--- src/hdl/irq_bank_pkg.sv ---
package irq_bank_pkg;

  // Register port geometry
  localparam int ADDR_W = 4;
  localparam int DATA_W = 8;
  localparam int SRC_N  = 8;

  // Register byte offsets
  localparam logic [ADDR_W-1:0] OFS_ENABLE  = 4'h0;
  localparam logic [ADDR_W-1:0] OFS_STATUS  = 4'h4;
  localparam logic [ADDR_W-1:0] OFS_MASK    = 4'h8;
  localparam logic [ADDR_W-1:0] OFS_PENDING = 4'hC;

  // Enable bank field positions, one source per bit
  localparam int POS_OSC_FAIL   = 7;
  localparam int POS_CMP_TWO    = 6;
  localparam int POS_CMP_ONE    = 5;
  localparam int POS_NV_WRITE   = 4;
  localparam int POS_BUS_COLL   = 3;
  localparam int POS_CMP_FOUR   = 2;
  localparam int POS_CMP_THREE  = 1;
  localparam int POS_CCP_TWO    = 0;

  // Reset values
  localparam logic [DATA_W-1:0] RST_ENABLE = 8'h00;
  localparam logic [DATA_W-1:0] RST_STATUS = 8'h00;
  localparam logic [DATA_W-1:0] RST_MASK   = 8'h00;
  localparam logic [DATA_W-1:0] RST_ZERO   = 8'h00;

endpackage

--- src/hdl/irq_enable_bank.sv ---
`timescale 1ns/1ps
// Function
// - Nothing reaches peripheral_irq without global peripheral enable
// - Bit 5 gates comparator one request
// - Bit 1 set passes comparator three
// - Bit 1 clear blocks comparator three
module irq_enable_bank
  import irq_bank_pkg::*;
(
  input  wire logic              clock,
  input  wire logic              rst_b,
  input  wire logic [ADDR_W-1:0] addr,
  input  wire logic [DATA_W-1:0] wr_data,
  input  wire logic              wr_en,
  input  wire logic              rd_en,
  output logic      [DATA_W-1:0] rd_data,
  input  wire logic              global_peripheral_irq_enable,
  input  wire logic              oscillator_fail_req,
  input  wire logic              comparator_two_req,
  input  wire logic              comparator_one_req,
  input  wire logic              nv_write_done_req,
  input  wire logic              serial_bus_collision_req,
  input  wire logic              comparator_four_req,
  input  wire logic              comparator_three_req,
  input  wire logic              capture_compare_two_req,
  output logic      [DATA_W-1:0] peripheral_interrupt_enable_1,
  output logic                   peripheral_irq,
  output logic                   event_irq
);

  // Enable bank, the software-written register
  logic [DATA_W-1:0] enable_r;
  logic [DATA_W-1:0] enable_nxt;

  // Event mask for the sticky status bank
  logic [DATA_W-1:0] mask_r;
  logic [DATA_W-1:0] mask_nxt;

  // Read data port, valid only the cycle after the strobe
  logic [DATA_W-1:0] rd_data_r;
  logic [DATA_W-1:0] rd_data_nxt;

  // Outgoing request lines
  logic              periph_irq_r;
  logic              periph_irq_nxt;
  logic              event_irq_r;
  logic              event_irq_nxt;

  // Source requests gathered into the bank's bit order
  logic [SRC_N-1:0]  req_vec;
  logic [SRC_N-1:0]  gated_vec;
  logic [SRC_N-1:0]  pending_vec;
  logic [SRC_N-1:0]  rise_vec;
  logic [SRC_N-1:0]  status_vec;

  // Address decode results
  logic              hit_enable;
  logic              hit_status;
  logic              hit_mask;
  logic              hit_pending;

  // Place each source at its own bit of the bank
  // remaining source order
  always_comb begin
    req_vec                = '0;
    req_vec[POS_OSC_FAIL]  = oscillator_fail_req;
    req_vec[POS_CMP_TWO]   = comparator_two_req;
    req_vec[POS_CMP_ONE]   = comparator_one_req;
    req_vec[POS_NV_WRITE]  = nv_write_done_req;
    req_vec[POS_BUS_COLL]  = serial_bus_collision_req;
    req_vec[POS_CMP_FOUR]  = comparator_four_req;
    req_vec[POS_CMP_THREE] = comparator_three_req;
    req_vec[POS_CCP_TWO]   = capture_compare_two_req;
  end

  // Per-source gate: a request only counts where its enable bit is one.
  // A clear bit blocks the request but never touches the source's flag.
  for (genvar i = 0; i < SRC_N; i++) begin : g_gate
    assign gated_vec[i] = req_vec[i] & enable_r[i];
  end

  // Global enable sits after the per-bit gates
  // global enable gate
  assign pending_vec = global_peripheral_irq_enable ? gated_vec : '0;

  // Rising edges of the raw requests feed the sticky status bank
  source_edge #(
    .W        (SRC_N)
  ) u_edge (
    .clock    (clock),
    .rst_b    (rst_b),
    .level_in (req_vec),
    .rise     (rise_vec)
  );

  // Sticky status, cleared by writing ones at its offset
  sticky_status #(
    .W        (SRC_N)
  ) u_status (
    .clock    (clock),
    .rst_b    (rst_b),
    .set_in   (rise_vec),
    .clr_we   (wr_en & hit_status),
    .clr_data (wr_data),
    .status   (status_vec)
  );

  // Address decode; unmapped addresses hit nothing
  always_comb begin
    hit_enable  = 1'b0;
    hit_status  = 1'b0;
    hit_mask    = 1'b0;
    hit_pending = 1'b0;
    if (addr == OFS_ENABLE) begin
      hit_enable = 1'b1;
    end else if (addr == OFS_STATUS) begin
      hit_status = 1'b1;
    end else if (addr == OFS_MASK) begin
      hit_mask = 1'b1;
    end else if (addr == OFS_PENDING) begin
      hit_pending = 1'b1;
    end
  end

  // Enable bank write path; every bit is plain read/write
  // all bits writable
  always_comb begin
    enable_nxt = enable_r;
    if (wr_en && hit_enable) begin
      enable_nxt = wr_data;
    end
  end

  // Mask write path
  always_comb begin
    mask_nxt = mask_r;
    if (wr_en && hit_mask) begin
      mask_nxt = wr_data;
    end
  end

  // Read mux; returns zero outside a read so stale data never lingers
  always_comb begin
    rd_data_nxt = RST_ZERO;
    if (rd_en) begin
      if (hit_enable) begin
        rd_data_nxt = enable_r;
      end else if (hit_status) begin
        rd_data_nxt = status_vec;
      end else if (hit_mask) begin
        rd_data_nxt = mask_r;
      end else if (hit_pending) begin
        rd_data_nxt = pending_vec;
      end
    end
  end

  // Request to the processor: any enabled source while global is set.
  // Registered for a clean output, at the cost of one cycle of latency.
  // no pass without global
  always_comb begin
    periph_irq_nxt = |pending_vec;
  end

  // Event interrupt: level while any unmasked sticky bit stands
  always_comb begin
    event_irq_nxt = |(status_vec & mask_r);
  end

  // Register stage for enable, mask, read data and both request outputs
  // bank resets to zero
  always_ff @(posedge clock or negedge rst_b) begin
    if (!rst_b) begin
      enable_r     <= RST_ENABLE;
      mask_r       <= RST_MASK;
      rd_data_r    <= RST_ZERO;
      periph_irq_r <= 1'b0;
      event_irq_r  <= 1'b0;
    end else begin
      enable_r     <= enable_nxt;
      mask_r       <= mask_nxt;
      rd_data_r    <= rd_data_nxt;
      periph_irq_r <= periph_irq_nxt;
      event_irq_r  <= event_irq_nxt;
    end
  end

  // Outputs straight from flip-flops
  assign rd_data                       = rd_data_r;
  assign peripheral_interrupt_enable_1 = enable_r;
  assign peripheral_irq                = periph_irq_r;
  assign event_irq                     = event_irq_r;

endmodule

--- src/hdl/source_edge.sv ---
`timescale 1ns/1ps
module source_edge
  import irq_bank_pkg::*;
#(
  parameter int W = SRC_N
) (
  input  wire logic         clock,
  input  wire logic         rst_b,
  input  wire logic [W-1:0] level_in,
  output logic      [W-1:0] rise
);

  logic [W-1:0] prev_r;
  logic [W-1:0] prev_nxt;

  // Per-source history bit and rising-edge pulse
  for (genvar i = 0; i < W; i++) begin : g_src
    always_comb begin
      prev_nxt[i] = level_in[i];
      rise[i]     = level_in[i] & ~prev_r[i];
    end
  end

  // History starts low, so a level high out of reset counts once
  always_ff @(posedge clock or negedge rst_b) begin
    if (!rst_b) begin
      prev_r <= '0;
    end else begin
      prev_r <= prev_nxt;
    end
  end

endmodule

--- src/hdl/sticky_status.sv ---
`timescale 1ns/1ps
module sticky_status
  import irq_bank_pkg::*;
#(
  parameter int W = SRC_N
) (
  input  wire logic         clock,
  input  wire logic         rst_b,
  input  wire logic [W-1:0] set_in,
  input  wire logic         clr_we,
  input  wire logic [W-1:0] clr_data,
  output logic      [W-1:0] status
);

  logic [W-1:0] status_r;
  logic [W-1:0] status_nxt;

  // Write one to clear; a set in the same cycle wins so no event is lost
  always_comb begin
    status_nxt = status_r;
    if (clr_we) begin
      status_nxt = status_nxt & ~clr_data;
    end
    status_nxt = status_nxt | set_in;
  end

  always_ff @(posedge clock or negedge rst_b) begin
    if (!rst_b) begin
      status_r <= W'(RST_STATUS);
    end else begin
      status_r <= status_nxt;
    end
  end

  assign status = status_r;

endmodule
--- config.mk ---
export PLATFORM = sky130hd
export DESIGN_NAME = irq_enable_bank
export DESIGN_NICKNAME = d
export VERILOG_FILES = /design/src/hdl/irq_bank_pkg.sv /design/src/hdl/irq_enable_bank.sv /design/src/hdl/source_edge.sv /design/src/hdl/sticky_status.sv
export SDC_FILE = /design/constraint.sdc
export NUM_CORES = 1
export LEC_CHECK = 0
export BUFFER_PORTS_ARGS = -buffer_cell sky130_fd_sc_hd__buf_2
export CORE_ASPECT_RATIO = 1.4
export CORE_MARGIN = 2
export CORE_UTILIZATION = 50
export CTS_BUF_LIST = sky130_fd_sc_hd__clkbuf_2
export DETAILED_ROUTE_END_ITERATION = 12
export GPL_TIMING_DRIVEN = 0
export MAX_ROUTING_LAYER = met4
export PLACE_DENSITY = 0.75
export SKIP_CTS_REPAIR_TIMING = 1
export SYNTH_ARGS = -nofsm -noshare
export SYNTH_HDL_FRONTEND = slang
export SYNTH_SLANG_ARGS = --single-unit
--- constraint.sdc ---
create_clock -name clock -period 1.5 [get_ports clock]
set_clock_uncertainty 0.1 [all_clocks]
set_input_delay 0.3 -clock clock [delete_from_list [all_inputs] [get_ports clock]]
set_output_delay 0.3 -clock clock [all_outputs]
set_load 0.02 [all_outputs]
* Yosys cells after proc, flatten, opt, wreduce, memory -nomap -nowiden *
Cells that the tools add are included.
Widths: inputs -> output; s select.

storage, ports and cells
  memories kept = 0
  bits in read-only memories = 0
  bits in latches = 0
  bits in writable memories = 0
  flip-flop bits (word level) = 42

cells by class
  div/mod/pow operators = 0
  bitwise gates (word level) = 29
  muxes and demuxes = 17
  multipliers = 0
  equal/unequal tests = 3
  shifts and indexed selects = 0
  add/sub/neg operators = 0
  reduce and logical (&&, ||, !) cells = 5
  magnitude comparators = 0

operators with widths
  cell                number
  $mux 8              7
  $and 1x1->1         17
  $and 8x8->8         2
  $reduce_or 8->1     2
  $mux 1              10
  $eq 4x4->1 const B  2
  $not 1->1           8
  $not 8->8           1
  $or 8x8->8          1
  $eq 4x3->1 const B  1
  $logic_not 4->1     1
  $logic_and 1x1->1   2

* Depth between registers and ports, before layout *
  depth in word-level cells = 10
  mapped depth = 5
  mapped depth without buffers = 3

* Modules after synthesis *
A second synthesis with hierarchy kept.

second synthesis, totals
  cells, all modules = 188
  area total of the unflattened synthesis = 2052.0 um^2

modules (own cells, without submodules)
  module           area each (um^2)  instances  sequential area each (um^2)  cells an instance
  irq_enable_bank  1443.9            1          650.6                        147
  source_edge      310.3             1          200.2                        16
  sticky_status    297.8             1          200.2                        25

* Least setup slack after synthesis *
No wires, ideal clock.

  path kind = input-to-reg
  from = input port addr[1]
  to = register enable_r[0] (netlist: peripheral_interrupt_enable_1[0])
  arrival = 1567 ps
  setup time = 125 ps
  cell stages on the path = 5
  slack = -292 ps
  path through = or3b_1 -> buf_6 -> or3_1 -> buf_6 -> mux2_4

between the ends
  longest elaborated chain between the ends = 3

ends and longest elaborated chain
  item                  line                    text
  start, declared       irq_enable_bank.sv:12   input wire logic [ADDR_W-1:0] addr,
  $logic_not 4->1       irq_enable_bank.sv:114  if (addr == OFS_ENABLE) begin
  $mux 1                irq_enable_bank.sv:114
  $logic_and 1x1->1     irq_enable_bank.sv:129  if (wr_en && hit_enable) begin
  end signal, assigned  irq_enable_bank.sv:180  enable_r <= enable_nxt;
  end, declared         irq_enable_bank.sv:32   logic [DATA_W-1:0] enable_r;

No other way between the ends.
A chain may end at the register's enable or synchronous reset.

* Worst setup path after layout *
  from = input port addr[1]
  to = register enable_r[6] (netlist: peripheral_interrupt_enable_1[6])

The elaborated chain is that of the path after synthesis.

==> reports/summary.txt <==
Min Clock Period, post-route - 1.49 ns
FF/Latch Area - 1050 um2
R2R setup slack - 0.12 ns
first-pass GRT wire length - 6870 um
DRT iter0 DRCs - 53
DP Worst Slack - -0.491 ns
largest net degree at the start of global routing - 43
RR Startpoint - peripheral_interrupt_enable_1[4]
DR DRC count - 0
FF-to-FF End - peripheral_irq
Final nets - 239
crit share post-route - 99.6%
Seq/Total Area, Yosys - 58.0%
Total GRT Usage - 24.3%
vias in the first global route - 1493
die width - 54.9 um
HP Class - in2reg
largest cells by area after synthesis - dfrtp_1 (58%), mux2_4 (6.6%), o21ai_0 (4.4%), mux2_2 (4.3%), a32oi_1 (3.9%)
VDD IR max - 0.000825 V
Avg Inst Size Synth - 12.2 um2
max_slew headroom - 39.2%
I/O pins - 43
Synth-to-Final Area Change - 26.4%
Hold Path Depth - 2
drt wl/cell - 17.7 um
fillers - 267
area leader, netlist - dfrtp_1
CP max stage delay - 0.44 ns
CORE AREA - 3410 um2
Tot Pwr - 2450 uW
Reg clk slew, reported paths - 0.19 ns
RePlAce Congestion - 0.884
dpl cells - 230
Post-Syn Area - 1810 um2
slew of the pin with the lowest slew margin - 0.912 ns
top-count cell post-synth - dfrtp_1
syn_nets - 173
multi-input logic area - 671 um2
H-tree Lvls - 2
Gate Count Post-Synth - 148
TritonRoute pass-1 iters - 4
Worst Setup Path Type - in2reg
Setup-failing EPs final - 0
die area - 4130 um2
Fmax achieved - 669 MHz
Worst Path Required - 1.71 ns
clock latency on the worst-skew pair - 0.40 ns
post-route insts no fill - 254
DP Area - 2080 um2
total grt overflow - 0
CTS tree - built
unique cell type count in the Yosys netlist - 25
chip height - 75.2 um
max-cap violations - 0
layout cells sized above 1 - 38.3%
CP max stage cell - or3_4
synth cell count leaders - dfrtp_1 (42), inv_1 (16), o21ai_0 (16)
setup ws final - 0.00572 ns
FP Rows - 25
share of the synthesized area in the top cell type - 58.0%
LEAKAGE - 0.00112 uW
via count - 1433
Synth Register Bits - 42
via/cell ratio - 5.64
CTS sink count - 42
initial core utilization - 53.2%
Hold EP - peripheral_irq
top fanout value on the critical path - 8
status - completed
Final Max Slew Viols - 0
drt total wl - 4490 um
DP HPWL - 3020 um
endpoint class of the critical path - flop
PD cells - 1070 nW/um2
diode count - 0
Warnings, synthesis - 0
CTS Buf Count - 5
final instance area - 2290 um2
top_reg_cell synth - dfrtp_1
FFs w/ async S/R, synth - 100%
Post-synth EDFFs - 0
CTS max path bufs - 2
Root Driver - clkbuf_2
final hold violations - 0
Startpoint Class - input port
antenna-violating nets left - 0
min-delay src - global_peripheral_irq_enable
WP data arrival - 1.70 ns
CP cell instances - buf_2 -> or3b_1 -> buf_6 -> or3_4 -> mux2_4
I/O Buffers - 42
initial antenna violation count - 0
Reg2Reg Depth - 4
critical path, delay by kind of cell:
kind                   cells  cell delay (ns)
buffers and inverters      2             0.26
muxes                      1             0.33
and+or+nand+nor            2             0.81
logic make-up after synthesis:
family                 count (synthesis)  share of synthesized area (%)
muxes                                 16                           11.6
AOI/OAI and AO/OA                     57                           21.1
and+or+nand+nor                        9                           3.52
DFF                                   42                           58.0
buffers and inverters                 24                           5.80
metrics by stage:
stage | TNS (ns) | hold WS (ns) | utilization (%)
finish | 0 | 0.0311 | 67.2
global route | -0.00434 | 0.0112 | 67.2
CTS | -0.332 | -0.0726 | 62.2
detailed placement | -10.24 | 0.310 | 61.1
global placement | -9.50 | 0.304 | 61.1
floorplan | -3.13 | -0.0956 | -
per-layer routing:
metal / vias up / global-route usage (%) / share of wire (%)
met5: - / - / 0
met4: 0 / 10.6 / 2.0
met3: 11 / 6.75 / 4.7
met2: 46 / 39.9 / 55
met1: 708 / 27.1 / 39
li1: 668 / - / -
power breakdown:
| group | switching [uW] | internal, uW | total, uW |
|---|---|---|---|
| clock network | 357 | 101 | 458 |
| registers | 107 | 1270 | 1370 |
| logic | 304 | 316 | 620 |
final cells by class:
class / count / share of cell area, %
flip-flops and latches: 42 / 46.0
multi-input cells: 82 / 29.3
repair buffers: 61 / 16.6
inverters: 16 / 2.62
well taps: 40 / 2.18
plain buffers: 6 / 1.80
clock buffers: 5 / 1.09
clock inverters: 2 / 0.437
worst max path at each step:
stage / from / end / slack [ns] / cells after the start
after detailed placement: addr[1] / peripheral_interrupt_enable_1[1] / -0.49 / 6
after CTS: addr[1] / peripheral_interrupt_enable_1[6] / -0.05 / 6
after global placement: addr[1] / peripheral_interrupt_enable_1[7] / -0.46 / 6
after floorplan: addr[1] / peripheral_interrupt_enable_1[0] / -0.29 / 5
after global routing: peripheral_interrupt_enable_1[0] / peripheral_interrupt_enable_1[0] / -0.004 / 1
final: addr[1] / peripheral_interrupt_enable_1[6] / 0.006 / 5
cells in the final DEF, fill, tap and decap left out:
master         count
or3b_1             1
clkinv_2           2
nand4_1            1
and2_1             1
clkbuf_2           6
o21bai_1           8
dfrtp_2            2
buf_2             41
buf_1              1
nor2b_1            1
mux2_1             1
buf_6              2
o31ai_1            8
a21boi_0           1
mux2_2             7
o21ai_0           16
a221oi_1           2
buf_4             10
a32oi_1            8
dlygate4sd3_1      9
clkbuf_1           2
mux2_4             8
nor3b_2            1
or4b_4             1
inv_1             16
dfrtp_1           40
nand2b_1           2
a22o_1             2
a21oi_1            8
a22oi_1            4
clkbuf_8           1
or3_4              1
flip-flops by register name (all words and copies together), names as in the netlist:
name / cells
peripheral_interrupt_enable_1: 8
u_status.status: 8
rd_data: 8
peripheral_irq: 1
u_edge.prev_r: 8
mask_r: 8
event_irq: 1
(Power assumes the default switching activity.)
